<file path="config.mk">
export PLATFORM = sky130hd
export DESIGN_NAME = cdic_capture
export DESIGN_NICKNAME = d
export VERILOG_FILES = /design/src/cdic_pkg.sv /design/src/cdic_capture.sv
export VERILOG_INCLUDE_DIRS = /design/src /design/src/src
export SDC_FILE = /design/constraint.sdc
export NUM_CORES = 1
export LEC_CHECK = 0
export BUFFER_PORTS_ARGS = -buffer_cell sky130_fd_sc_hd__buf_4
export CAP_MARGIN = 20
export CORE_MARGIN = 4
export CORE_UTILIZATION = 55
export CTS_CLUSTER_DIAMETER = 50
export DETAILED_ROUTE_END_ITERATION = 12
export PLACE_DENSITY = 0.8
export SETUP_SLACK_MARGIN = 0.5
export SYNTH_ARGS = -nofsm -noshare
export SYNTH_HDL_FRONTEND = slang
export SYNTH_SLANG_ARGS = --single-unit
export TNS_END_PERCENT = 1
</file>
<file path="constraint.sdc">
create_clock -name clock_i -period 6.6 [get_ports clock_i]
set_input_delay 0.33 -clock clock_i [delete_from_list [all_inputs] [get_ports clock_i]]
set_output_delay 0.33 -clock clock_i [all_outputs]
set_load 0.005 [all_outputs]
</file>
<file path="src/cdic_params.svh">
// Constants for the CMOS data input capture block.
// Assumes inclusion by bare name from the package and the top module.
`ifndef CDIC_PARAMS_SVH
`define CDIC_PARAMS_SVH

// Register indices; byte address is four times the index
`define CDIC_IDX_POL      8'h20
`define CDIC_IDX_DIV      8'h22
`define CDIC_IDX_PHZ      8'h23
`define CDIC_IDX_LAT      8'h24
`define CDIC_IDX_FRAME    8'h25
`define CDIC_IDX_STATUS   8'h26
`define CDIC_IDX_WORD     8'h27
// Field positions
`define CDIC_POL_BIT      4
`define CDIC_DIV_HI       6
`define CDIC_DIV_LO       4
`define CDIC_PHZ_HI       7
`define CDIC_PHZ_LO       4
`define CDIC_LAT_HI       2
`define CDIC_LAT_LO       0
`define CDIC_AVL_HI       7
`define CDIC_AVL_LO       0
`define CDIC_NEED_HI      15
`define CDIC_NEED_LO      8
// Reset values
`define CDIC_DIV_RST      3'h1
`define CDIC_PHZ_RST      4'h0
`define CDIC_LAT_RST      3'h0
`define CDIC_AVL_RST      8'h10
`define CDIC_NEED_RST     8'h08
// Data clock period is this many divider steps
`define CDIC_PHASES       16
`define CDIC_HALF_PHASES  4'h8
`define CDIC_LAST_PHASE   4'hf
// Extra internal latency in the frame budget
`define CDIC_BUDGET_EXTRA 10'h002
// Register lanes
`define CDIC_DATA_W       32
`endif

</file>
<file path="src/cdic_pkg.sv">
// Types for the CMOS data input capture block.
// Assumes cdic_params.svh is reachable on the include path.
`include "cdic_params.svh"

package cdic_pkg;
	// Configuration held in the register file
	typedef struct packed {
		logic       clk_pol;
		logic [2:0] clk_div;
		logic [3:0] sample_phase;
		logic [2:0] rt_latency;
		logic [7:0] cyc_avail;
		logic [7:0] cyc_needed;
	} cdic_cfg_s;

	// One captured word with its frame position
	typedef struct packed {
		logic                    first;
		logic [`CDIC_DATA_W-1:0] data;
	} cdic_word_s;

	typedef logic [`CDIC_DATA_W-1:0] cdic_data_t;
endpackage : cdic_pkg

</file>
<file path="src/cdic_capture.sv">
// Capture logic for a CMOS parallel data input port with APB registers.
// Assumes one 100 MHz clock standing for the converter clock, and a data
// source that launches words from data_clock_out_o.
// Interface straps are sampled once, shortly after reset release.
//
// Design decisions made here: the address map and the APB register port.
`timescale 1ns/1ps
`include "cdic_params.svh"

// Function
// - The device adds a 3-bit round-trip latency to its frame accounting.
// - Both interface straps high select CMOS mode with a data clock out.
// - The data clock runs at the converter clock over sixteen per step.
// - Bus data is captured on the rising edge of the sample clock.
// - The sample clock matches the data clock rate with a set phase.
// - Each phase step moves sampling by a sixteenth of the period.
module cdic_capture (
	input  wire logic             clock_i,       // Converter clock
	input  wire logic             nrst_i,        // Async reset, low
	input  wire logic             psel_i,        // APB select
	input  wire logic             penable_i,     // APB enable
	input  wire logic             pwrite_i,      // APB direction
	input  wire logic [11:0]      paddr_i,       // APB byte address
	input  wire logic [31:0]      pwdata_i,      // APB write data
	output logic      [31:0]      prdata_o,      // APB read data
	output logic                  pready_o,      // APB ready
	output logic                  pslverr_o,     // APB error
	input  wire logic             strap_ctrl_i,  // Interface strap A
	input  wire logic             strap_bus_i,   // Interface strap B
	input  wire cdic_pkg::cdic_data_t data_i,    // Data bus pins
	output logic                  data_clock_out_o,  // Data clock
	output logic                  frame_sync_out_o,  // Frame sync
	output cdic_pkg::cdic_word_s  word_o,        // Captured word
	output logic                  word_valid_o,  // Word strobe
	output logic                  budget_ok_o,   // Frame budget met
	output logic                  cmos_mode_o    // CMOS mode active
);
	import cdic_pkg::*;

	// Index match for one register; shared by every decode line below
	function automatic logic reg_hit(input logic [9:0] ix,
		input logic [7:0] reg_idx);
		return (ix == {2'h0, reg_idx});
	endfunction : reg_hit

	// Reset release through two flip-flops
	// Every other process resets on this copy, so all leave reset together
	logic rst_meta_r;
	logic rst_n_r;
	always_ff @(posedge clock_i or negedge nrst_i) begin
		if (!nrst_i) begin
			rst_meta_r <= 1'b0;
			rst_n_r    <= 1'b0;
		end else begin
			rst_meta_r <= 1'b1;
			rst_n_r    <= rst_meta_r;
		end
	end

	// Pin synchronisers; the first stage feeds only the second
	// A word is two clocks old when the capture register sees it; the
	// round-trip latency setting has to cover that delay as well
	cdic_data_t data_meta_r;
	cdic_data_t data_sync_r;
	logic [1:0] strap_meta_r;
	logic [1:0] strap_sync_r;
	always_ff @(posedge clock_i or negedge rst_n_r) begin
		if (!rst_n_r) begin
			data_meta_r  <= '0;
			data_sync_r  <= '0;
			strap_meta_r <= 2'h0;
			strap_sync_r <= 2'h0;
		end else begin
			data_meta_r  <= data_i;
			data_sync_r  <= data_meta_r;
			strap_meta_r <= {strap_ctrl_i, strap_bus_i};
			strap_sync_r <= strap_meta_r;
		end
	end

	// Straps are caught once after reset release, as on a real part.
	// The synchroniser needs two edges before its output shows the pins,
	// so the latch stays open for three edges and keeps the last look.
	logic       strap_done_r;
	logic       cmos_r;
	logic [1:0] strap_cnt_r;
	always_ff @(posedge clock_i or negedge rst_n_r) begin
		if (!rst_n_r) begin
			strap_cnt_r  <= 2'h0;
			strap_done_r <= 1'b0;
			cmos_r       <= 1'b0;
		end else if (!strap_done_r) begin
			strap_cnt_r  <= strap_cnt_r + 2'h1;
			strap_done_r <= (strap_cnt_r == 2'h2);
			cmos_r       <= &strap_sync_r;
		end
	end
	// Mode output follows the latched straps until the next reset
	assign cmos_mode_o = cmos_r;

	// APB decode; slave answers without wait states
	// Writes need no setup-phase state: the access edge commits them, and
	// a read is a pure multiplexer on the held address
	cdic_cfg_s  cfg_r;
	logic [9:0] idx;
	logic       acc;
	logic       wr;
	logic       hit_pol;
	logic       hit_div;
	logic       hit_phz;
	logic       hit_lat;
	logic       hit_frm;
	logic       hit_sts;
	logic       hit_wrd;
	logic       mapped;
	assign idx     = paddr_i[11:2];
	assign acc     = psel_i & penable_i;
	assign wr      = acc & pwrite_i;
	assign hit_pol = reg_hit(idx, `CDIC_IDX_POL);
	assign hit_div = reg_hit(idx, `CDIC_IDX_DIV);
	assign hit_phz = reg_hit(idx, `CDIC_IDX_PHZ);
	assign hit_lat = reg_hit(idx, `CDIC_IDX_LAT);
	assign hit_frm = reg_hit(idx, `CDIC_IDX_FRAME);
	assign hit_sts = reg_hit(idx, `CDIC_IDX_STATUS);
	assign hit_wrd = reg_hit(idx, `CDIC_IDX_WORD);
	assign mapped  = hit_pol | hit_div | hit_phz | hit_lat | hit_frm |
		hit_sts | hit_wrd;
	// Zero wait states: every access completes in its first enable cycle
	assign pready_o  = 1'b1;
	assign pslverr_o = acc & ~mapped;

	// Configuration writes take effect at the access edge
	// Unmapped writes fall through every decode and change nothing
	always_ff @(posedge clock_i or negedge rst_n_r) begin
		if (!rst_n_r) begin
			cfg_r.clk_pol      <= 1'b0;
			cfg_r.clk_div      <= `CDIC_DIV_RST;
			cfg_r.sample_phase <= `CDIC_PHZ_RST;
			cfg_r.rt_latency   <= `CDIC_LAT_RST;
			cfg_r.cyc_avail    <= `CDIC_AVL_RST;
			cfg_r.cyc_needed   <= `CDIC_NEED_RST;
		end else if (wr) begin
			if (hit_pol)
				cfg_r.clk_pol <= pwdata_i[`CDIC_POL_BIT];
			if (hit_div)
				cfg_r.clk_div <= pwdata_i[`CDIC_DIV_HI:`CDIC_DIV_LO];
			if (hit_phz)
				cfg_r.sample_phase <= pwdata_i[`CDIC_PHZ_HI:`CDIC_PHZ_LO];
			if (hit_lat)
				cfg_r.rt_latency <= pwdata_i[`CDIC_LAT_HI:`CDIC_LAT_LO];
			if (hit_frm) begin
				cfg_r.cyc_avail  <= pwdata_i[`CDIC_AVL_HI:`CDIC_AVL_LO];
				cfg_r.cyc_needed <= pwdata_i[`CDIC_NEED_HI:`CDIC_NEED_LO];
			end
		end
	end

	// Frame budget: available cycles against need, latency and internals
	// Ten bits hold the largest sum, so the compare never sees a wrap
	logic [9:0] budget_need;
	assign budget_need = {2'h0, cfg_r.cyc_needed} +
		{7'h00, cfg_r.rt_latency} + `CDIC_BUDGET_EXTRA;
	assign budget_ok_o = ({2'h0, cfg_r.cyc_avail} >= budget_need);

	// Divider step: a zero setting behaves as one to keep a clock alive
	logic [2:0] div_eff;
	logic [2:0] pre_r;
	logic [3:0] ph_r;
	logic       step;
	logic       period_start;
	logic       sample_now;
	assign div_eff = (cfg_r.clk_div == 3'h0) ? 3'h1 : cfg_r.clk_div;
	// A setting lowered mid-step ends the step at once; waiting for the
	// prescaler to wrap would repeat a sample instant within one phase
	assign step    = (pre_r >= div_eff - 3'h1);
	// One period is sixteen steps, each of div_eff converter clocks
	assign period_start = cmos_r & (pre_r == 3'h0) & (ph_r == 4'h0);
	// Sample clock rises in the step chosen by the phase field
	assign sample_now = cmos_r & (pre_r == 3'h0) &
		(ph_r == cfg_r.sample_phase);

	// Prescaler and phase step; both park at zero outside CMOS mode so
	// the first period after start-up begins cleanly at phase zero
	always_ff @(posedge clock_i or negedge rst_n_r) begin
		if (!rst_n_r) begin
			pre_r <= 3'h0;
			ph_r  <= 4'h0;
		end else if (!cmos_r) begin
			pre_r <= 3'h0;
			ph_r  <= 4'h0;
		end else if (step) begin
			pre_r <= 3'h0;
			ph_r  <= ph_r + 4'h1;
		end else begin
			pre_r <= pre_r + 3'h1;
		end
	end

	// Data clock: high for the first half of each period, polarity set
	// Registered so the pin never glitches when the phase count rolls
	logic dclk_r;
	always_ff @(posedge clock_i or negedge rst_n_r) begin
		if (!rst_n_r)
			dclk_r <= 1'b0;
		else
			dclk_r <= cmos_r & ((ph_r < `CDIC_HALF_PHASES) ^ cfg_r.clk_pol);
	end
	assign data_clock_out_o = dclk_r;

	// Frame counter in data clock periods; sync lasts one period
	// A frame length of zero or one gives a sync pulse every period
	logic [7:0] frm_cnt_r;
	logic [7:0] frm_cnt_nxt;
	logic       frame_start;
	logic       fs_r;
	assign frm_cnt_nxt = (frm_cnt_r + 8'h01 >= cfg_r.cyc_avail) ? 8'h00 :
		frm_cnt_r + 8'h01;
	// Sync rises with the first period of each new frame
	assign frame_start = period_start & (frm_cnt_nxt == 8'h00);
	always_ff @(posedge clock_i or negedge rst_n_r) begin
		if (!rst_n_r) begin
			frm_cnt_r <= 8'h00;
			fs_r      <= 1'b0;
		end else if (!cmos_r) begin
			frm_cnt_r <= 8'h00;
			fs_r      <= 1'b0;
		end else if (period_start) begin
			frm_cnt_r <= frm_cnt_nxt;
			fs_r      <= frame_start;
		end
	end
	assign frame_sync_out_o = fs_r;

	// Sample count since the frame pulse; words arrive after the latency
	// Samples taken in the frame-start period count as index zero, so the
	// first word kept is the one at index one above the latency setting
	logic [7:0] samp_r;
	logic [7:0] samp_base;
	logic [7:0] first_idx;
	logic [7:0] last_idx;
	logic       in_window;
	assign samp_base = frame_start ? 8'h00 : samp_r;
	assign first_idx = {5'h00, cfg_r.rt_latency} + 8'h01;
	assign last_idx  = first_idx + cfg_r.cyc_needed;
	assign in_window = (samp_base >= first_idx) & (samp_base < last_idx);
	// The count saturates so a very long frame cannot wrap into the window
	always_ff @(posedge clock_i or negedge rst_n_r) begin
		if (!rst_n_r)
			samp_r <= 8'h00;
		else if (sample_now && samp_base != 8'hff)
			samp_r <= samp_base + 8'h01;
		else
			samp_r <= samp_base;
	end

	// Capture register loads at the sample clock rising instant
	// The word holds until the next capture, so software may read it late
	cdic_word_s word_r;
	logic       wvalid_r;
	always_ff @(posedge clock_i or negedge rst_n_r) begin
		if (!rst_n_r) begin
			word_r   <= '0;
			wvalid_r <= 1'b0;
		end else begin
			wvalid_r <= sample_now & in_window;
			if (sample_now & in_window) begin
				word_r.data  <= data_sync_r;
				word_r.first <= (samp_base == first_idx);
			end
		end
	end
	// Outputs come straight from the capture flops
	assign word_o       = word_r;
	assign word_valid_o = wvalid_r;

	// Read multiplexer; unmapped reads return zero
	// Status and word reads replace the whole lane rather than merge fields
	// Status packs the frame count, sync, mode and budget flags
	logic [31:0] rd_status;
	assign rd_status = {24'h000000, frm_cnt_r[3:0], 1'b0, fs_r,
		cmos_r, budget_ok_o};
	always_comb begin
		prdata_o = 32'h00000000;
		if (hit_pol)
			prdata_o[`CDIC_POL_BIT] = cfg_r.clk_pol;
		if (hit_div)
			prdata_o[`CDIC_DIV_HI:`CDIC_DIV_LO] = cfg_r.clk_div;
		if (hit_phz)
			prdata_o[`CDIC_PHZ_HI:`CDIC_PHZ_LO] = cfg_r.sample_phase;
		if (hit_lat)
			prdata_o[`CDIC_LAT_HI:`CDIC_LAT_LO] = cfg_r.rt_latency;
		if (hit_frm) begin
			prdata_o[`CDIC_AVL_HI:`CDIC_AVL_LO]   = cfg_r.cyc_avail;
			prdata_o[`CDIC_NEED_HI:`CDIC_NEED_LO] = cfg_r.cyc_needed;
		end
		if (hit_sts)
			prdata_o = rd_status;
		if (hit_wrd)
			prdata_o = word_r.data;
	end
endmodule : cdic_capture

</file>
Word-level counts from Yosys, hierarchy flattened. Index checks and enable logic that the tools add are counted.

$add $sub $neg: 10. Order comparisons: 6. Equality and inequality tests: 13. Mux-type cells: 20. Bitwise operators: 18. Reduce and logical (&&, ||, !) cells: 11.

Operator list (number): equality test 10 x 6 -> 1 bit (second input constant) (7); two-way mux 8 bit (5); two-way mux 16 bit (2); two-way mux 32 bit (1); adder 8 x 1 -> 8 bit (second input constant) (2); two-way mux 3 bit (5); two-way mux 4 bit (3); AND reduction 2 bit (6); adder 9 x 2 -> 10 bit (second input constant) (1); bitwise AND 1 bit (10); greater-or-equal comparator 8 x 10 -> 1 bit (1); adder 8 x 3 -> 9 bit (1); adder 4 x 8 -> 8 bit (1); equality test 8 x 4 -> 1 bit (1); greater-or-equal comparator 8 x 4 -> 1 bit (1); greater-or-equal comparator 8 bit (1); logical NOT 8 bit (1); < comparator 8 bit (1); inequality test 8 bit (second input constant) (1); logical NOT 3 bit (2); OR 1 bit (6); adder 3 x 1 -> 4 bit (second input constant) (1); adder 4 x 1 -> 4 bit (second input constant) (1); equality test 4 bit (1); 12 further kinds (16).

Register bits: 160. Input port bits: 83. Logic and storage cells: 102.

Longest topological paths before layout. Gate-level depths: netlist of the first run.

Depth after elaboration: 9. Gate-level depth with buffers: 22. Mapped depth without buffers: 19.

Least setup slack after synthesis of the first run. Ideal clock, no wire load.

Kind: register to register. Start point: register frm_cnt_r[1]. End point: register word_r, in the netlist word_o[10]. Arrival: 4.247 ns. Required time: 6.475 ns. Slack: 2.228 ns. Cell stages (with the launch flop): 22. Buffers on the path: 3. Cell sequence: dfrtp_1 ha_1 clkbuf_1 nand3_1 xnor2_1 ha_1 a21o_1 a21oi_1 o21ai_0 a21oi_1 clkbuf_1 and2_1 inv_1 ha_1 nand2b_1 a21o_1 a21o_1 a21oi_1 o31ai_2 nand4_2 buf_6 mux2_4.

Longest elaborated chain between the ends: 9. Elaborated cells on any way between the ends: 10.

Ends and longest elaborated chain: start, declared (line cdic_capture.sv:212) `logic [7:0] frm_cnt_r;`; start signal, assigned (line cdic_capture.sv:228) `frm_cnt_r <= frm_cnt_nxt;`; adder 8 x 1 -> 8 bit (*) (line cdic_capture.sv:216, cdic_capture.sv:217); greater-or-equal comparator 8 bit (line cdic_capture.sv:216) `assign frm_cnt_nxt = (frm_cnt_r + 8'h01 >= cfg_r.cyc_avail) ? 8'h00 :`; two-way mux 8 bit (*) (line cdic_capture.sv:216); logical NOT 8 bit (*) (line cdic_capture.sv:219) `assign frame_start = period_start & (frm_cnt_nxt == 8'h00);`; bitwise AND 1 bit (*) (line cdic_capture.sv:219); two-way mux 8 bit (*) (line cdic_capture.sv:242) `assign samp_base = frame_start ? 8'h00 : samp_r;`; greater-or-equal comparator 8 x 4 -> 1 bit or < comparator 8 bit (tied branches) (line cdic_capture.sv:245) `assign in_window = (samp_base >= first_idx) & (samp_base < last_idx);`; bitwise AND 1 bit (*) (line cdic_capture.sv:245); bitwise AND 1 bit (*) (line cdic_capture.sv:266) `if (sample_now & in_window) begin`; end, declared (line cdic_capture.sv:258) `cdic_word_s word_r;`.

Every way passes the cells marked *; elsewhere a longest branch is shown, timed or not. A chain may end at the register's enable or synchronous reset.

Worst setup path after layout of the first run.
Start point: register frm_cnt_r[0]. End point: register word_r, in the netlist word_o[0].

Same word-level chain as after synthesis.

==> results of run 1 <==
## Yosys cell counts (4+ instances only)
library cell	count
dfrtp_1	157
ha_1	49
nand2_1	41
inv_1	37
o21ai_0	30
mux2_4	29
and2_1	28
mux2_2	24
nor2_1	23
nand3_1	19
clkbuf_1	17
xnor2_1	17
a22o_1	15
a21oi_1	13
nor3_1	13
xor2_1	11
a21o_1	9
nor2b_1	9
nand2b_1	7
and3_1	6
mux2i_1	6
nand4_1	6
or3_1	6
buf_2	4
nor4_1	4
## metal layers
layer	track usage (%)	vias to the layer above	part of all wire, %
li1	-	2516	-
met1	28.4	2772	38
met2	42.1	178	52
met3	7.51	36	7.1
met4	8.86	0	2.5
met5	0	-	0
## logic make-up after synthesis
kind of cell             share of synthesized area (%)
AND/OR/NAND/NOR                                   12.6
flip-flops                                        52.9
AO/OA/AOI/OAI                                     8.15
buffers and inverters                             3.49
multiplexers                                      10.7
adder cells (fa/ha/maj)                           8.63
XOR/XNOR                                          3.45
other                                           0.0495
## final cells by class
cell class	count	area (µm²)
fill	856	3710
clock buffer	19	443
inverter	37	139
timing repair buffer	174	1410
clock inverter	13	105
multi-input combinational	407	3310
tap	176	220
sequential	160	4010
## power breakdown
| part | internal [W] | leakage, nW | switching (W) |
|---|---|---|---|
| clock | 0.000499 | 0.257 | 0.000437 |
| sequential | 0.00112 | 1.93 | 0.000154 |
| combinational | 0.000400 | 2.55 | 0.000250 |
## path summary, 6_finish.rpt
kind	startpoint	to	slack (ps)	depth (start not counted)
setup reg to reg	frm_cnt_r[0]	word_o[0]	1400	20
hold / removal	data_i[24]	data_meta_r[24]	30	1
setup / recovery	frm_cnt_r[0]	word_o[0]	1400	20
min in group asynchronous	nrst_i	rst_n_r	250	2
hold reg to reg	data_meta_r[20]	data_sync_r[20]	350	0
max in group asynchronous	rst_n_r	cfg_r[3]	4860	2
## metrics by stage
stage          util, %  cells  hold slack [ps]  instance area [µm²]  total power (W)
2_1_floorplan        -    629             34.4                 7570          0.00159
6_report          72.2    986             27.2                 9640          0.00287
3_3_place_gp      65.4    920              112                 8730          0.00185
3_5_place_dp      65.4    920              113                 8730          0.00189
5_1_grt           72.2    986             8.24                 9640          0.00299
4_1_cts           70.9    970            0.144                 9460          0.00282
## worst max-delay path: stages, from the launching register on
cell and delay [ps]:
dfrtp_1 550, ha_1 390, nand3_1 150, xnor2_1 290
ha_1 310, a21o_1 190, a21oi_1 280, o21ai_0 190
a21oi_1 180, buf_4 190, and2_1 160, inv_1 50
ha_1 270, nand2b_1 150, a21o_1 180, a21o_1 170
a21oi_1 190, o31ai_2 100, nand4_2 110, buf_4 500
mux2_2 430
## flip-flops by register name (all words and copies together), names as in the netlist, 2 cells and up
signal and cells:
samp_r 8, strap_cnt_r 2, word_o 33, strap_sync_r 2, ph_r 4, frm_cnt_r 8, data_meta_r 32, data_sync_r 32
cfg_r 27, pre_r 3, strap_meta_r 2
## repair_timing
| item | 4_1_cts | 5_1_grt |
|---|---|---|
| setup endpoints to repair | 0 | 0 |
| gates resized for setup | 0 | 0 |
| hold buffers | 18 | 15 |
| hold endpoints to repair | 19 | 15 |
==> results.py, run 1 <==
metrics = {
    "route": {
        "ant_nets": 0,
        "vias": 5502,
        "wl_per_cell_um": 19.6,
        "vias_per_cell": 5.58,
        "drc": 0,
        "routed_wl_um": 19400,
        "drt_first_pass_iters": 5,
        "drt_iter0_markers": 433,
    },
    "synth": {
        "syn_inst": 628,
        "ys_async_sr_fraction_pct": 100,
        "synth_edf_count": 0,
        "synth_area_per_cell_um2": 12.1,
        "synth_top_cell_area_share_pct": 51.9,
        "synthDistinctLibCells": 60,
        "synth_top_area_cell": "dfrtp_1",
        "yosysSeqAreaShare_pct": 52.9,
        "netlist_area_um2": 7570,
        "synth_seq_cells": 160,
        "ys_warn_count": 0,
        "yosys-top-cells-area": "dfrtp_1 (52%), ha_1 (8.1%), mux2_4 (5.8%)",
        "ys.flop_type": "dfrtp_1",
    },
    "power": {
        "ir_drop_mv": 0.277,
        "cellLeakagePower_nw": 4.73,
        "p_per_area_nw_per_um2": 297,
    },
    "clocking": {
        "clock-sinks": 160,
        "clock_latency_ps": 440,
        "clock-root-buffer": "clkbuf_16",
        "cts_made_buffers": 17,
        "cts_setup_buffers": 0,
        "h-tree-depth": 4,
        "cts.reportedPaths.clkPinSlew_ps": 70,
        "cts_buffer_depth": 2,
        "cts_tree": "yes",
    },
    "global_route": {
        "grt_pass1_vias": 5632,
        "grt.overflow.total": 0,
        "antenna_found_initial": 1,
        "grt_pass1_wl_um": 29700,
        "grt_max_degree": 86,
        "track_usage_pct": 24.2,
    },
    "sta": {
        "hold_violations": 0,
        "tightest_slew_ps": 1050,
        "rsz0062_at_grt": "no",
        "final.min_clock_period_ps": 5200,
        "final.setup.worst_slack_ps": 1400,
        "post-route-period-util_pct": 78.8,
        "slew_viol_final": 0,
        "finalSetupTns_ps": 0,
        "relSlewSlack_pct": 29.8,
        "setup_viol": 0,
        "skew_ps": 9.48,
        "max_freq_ghz": 0.192,
    },
    "placement": {
        "gp_congestion": 0.868,
        "dp_slack_ps": 1550,
        "port_buffers": 135,
        "dp_hpwl_um": 12300,
    },
    "layout": {
        "diodes": 0,
        "drive_gt1_share_pct": 30.1,
        "final_cell_mix": "dfrtp_1 (156), buf_4 (140), ha_1 (49), nand2_1 (41), inv_1 (37)",
        "final_common_cell": "dfrtp_1",
        "syn_to_final_growth_pct": 27.3,
        "nets": 931,
    },
    "floorplan": {
        "die_area_um2": 15700,
        "start_util_pct": 56.7,
        "ios": 155,
        "core_area_um2": 13300,
        "fp.dieW_um": 125,
        "fp-row-count": 42,
        "die_y_um": 125,
    },
    "run_status": {
        "status": "complete, no violations",
    },
    "setup_path": {
        "cp.arrival_ps": 5510,
        "path_class": "register to register",
        "critPathMaxFanout": 34,
        "cp.required_ps": 6910,
        "endpoint_kind": "register",
        "startpoint_type": "register",
    },
    "flow_run": {
        "drv_cap": 0,
    },
    "min_path": {
        "hp-class": "input port to register",
    },
}
Note: power is estimated with default switching activity, not from simulation.
==> run 2: changes to the inputs <==
CORE_UTILIZATION = 50   (was 55)
PLACE_DENSITY = 0.77   (was 0.8)
clock period = 4.4 ns   (was 6.6 ns; I/O delays follow)
==> results.py, run 2 (synthesis gave the netlist of run 1 again) <==
metrics = {
    "run_status": {
        "status": "complete, no violations",
    },
    "global_route": {
        "antenna_found_initial": 0,
        "grt_pass1_vias": 6080,
        "grt_max_degree": 76,
        "grt.overflow.total": 0,
        "grt_pass1_wl_um": 32000,
        "track_usage_pct": 24.6,
    },
    "layout": {
        "drive_gt1_share_pct": 39.7,
        "largest_register_ffs": 33,
        "diodes": 0,
        "final_common_cell": "buf_4",
        "finish.utilization_pct": 72.2,
        "final_cell_mix": "buf_4 (173), dfrtp_1 (154), ha_1 (39), nand2_1 (38), dlygate4sd3_1 (37)",
        "syn_to_final_growth_pct": 40.2,
        "nets": 987,
    },
    "route": {
        "wl_per_cell_um": 19.7,
        "routed_wl_um": 20700,
        "drt_first_pass_iters": 7,
        "ant_nets": 0,
        "vias_per_cell": 5.53,
        "drc": 0,
        "vias": 5810,
        "drt_iter0_markers": 431,
    },
    "setup_path": {
        "cp_top_family": "simple AND/OR/NAND/NOR gates",
        "cp.required_ps": 4710,
        "crit_slowest_cell": "dfrtp_1",
        "cp_num_buf_inv": 4,
        "path_class": "register to register",
        "slowest_delay_ps": 400,
        "endpoint_kind": "register",
        "startpoint_type": "register",
        "critPathMaxFanout": 8,
        "cp.arrival_ps": 4540,
        "cp_cell_sequence": "buf_6 -> ha_4 -> nand3_4 -> xnor2_4 -> ha_4 -> a21o_1 -> a21oi_2 -> buf_4 -> nor2b_1 -> a221oi_2 -> nor3_1 -> ha_1 -> nand4_1 -> nor2_2 -> nand4_1 -> or3_4 -> nand4_4 -> buf_12 -> buf_12 -> mux2_4",
    },
    "sta": {
        "setup_viol": 0,
        "final.setup.worst_slack_ps": 176,
        "final.min_clock_period_ps": 4220,
        "holdWs_ps": 25.6,
        "tightest_slew_ps": 961,
        "hold_violations": 0,
        "slew_viol_final": 0,
        "rsz0062_at_grt": "yes",
        "finalSetupTns_ps": 0,
        "max_freq_ghz": 0.237,
        "relSlewSlack_pct": 35.9,
        "post-route-period-util_pct": 96.0,
        "skew_ps": 11.6,
    },
    "floorplan": {
        "die_y_um": 131,
        "fp-row-count": 44,
        "core_area_um2": 14700,
        "ios": 155,
        "die_area_um2": 17200,
        "fp.dieW_um": 131,
        "start_util_pct": 51.5,
    },
    "power": {
        "ir_drop_mv": 0.335,
        "cellLeakagePower_nw": 5.18,
        "total_power_w": 0.00463,
        "p_per_area_nw_per_um2": 436,
    },
    "clocking": {
        "cts_buffer_depth": 2,
        "cts_tree": "yes",
        "cts_made_buffers": 17,
        "clock-sinks": 160,
        "cts.reportedPaths.clkPinSlew_ps": 70,
        "h-tree-depth": 4,
        "clock-root-buffer": "clkbuf_16",
        "clock_latency_ps": 440,
    },
    "placement": {
        "port_buffers": 135,
        "dp_slack_ps": 116,
        "gp_congestion": 0.826,
        "dp_hpwl_um": 12600,
    },
    "min_path": {
        "hp-class": "input port to register",
    },
    "flow_run": {
        "drv_cap": 0,
    },
}
run 2: through the flow:
step,std cells,instance area [µm²]
global route,1050,10600
detailed placement,939,8860
global placement,939,8860
finish,1050,10600
CTS,1041,10400
floorplan,629,7570
run 2: routing by layer:
| metal | up-vias | wire [µm] | track usage [%] |
|---|---|---|---|
| li1 | 2633 | - | - |
| met1 | 2924 | 7960 | 29.5 |
| met2 | 212 | 10900 | 42.5 |
| met3 | 41 | 1280 | 6.87 |
| met4 | 0 | 501 | 9.07 |
| met5 | - | 0 | 0 |
run 2: cell type report:
class                   count  area, µm²
well taps                 184        230
flip-flops and latches    160       4010
fillers                   907       4090
clock inverters            14        171
clock buffers              18        439
multi-input cells         407       3630
repair buffers            230       1990
inverters                  37        139
run 2: path summary, 6_finish.rpt:
kind                                 startpoint               to  slack [ps]  cells past startpoint
worst max register to register     frm_cnt_r[1]        word_o[8]         180                     20
worst min register to register  strap_meta_r[1]  strap_sync_r[1]         350                      0
max in group asynchronous               rst_n_r         cfg_r[3]        2790                      1
min in group asynchronous                nrst_i          rst_n_r         100                      2
worst max-delay path               frm_cnt_r[1]        word_o[8]         180                     20
worst min-delay path               pwdata_i[10]         cfg_r[2]          30                      2
run 2: timing repair:
action	in CTS	in global routing
hold buffers	37	0
cloned	2	1
resized for setup	52	21
hold endpoints to repair	38	0
pin swaps	30	29
endpoints found under the setup margin	35	36
setup buffers	31	7
run 2: report_power, final:
part	internal (W)	switching [W]	total, W
clock network	0.000873	0.000670	0.00154
registers	0.00169	0.000216	0.00190
logic	0.000740	0.000442	0.00118
total	0.00330	0.00133	0.00463
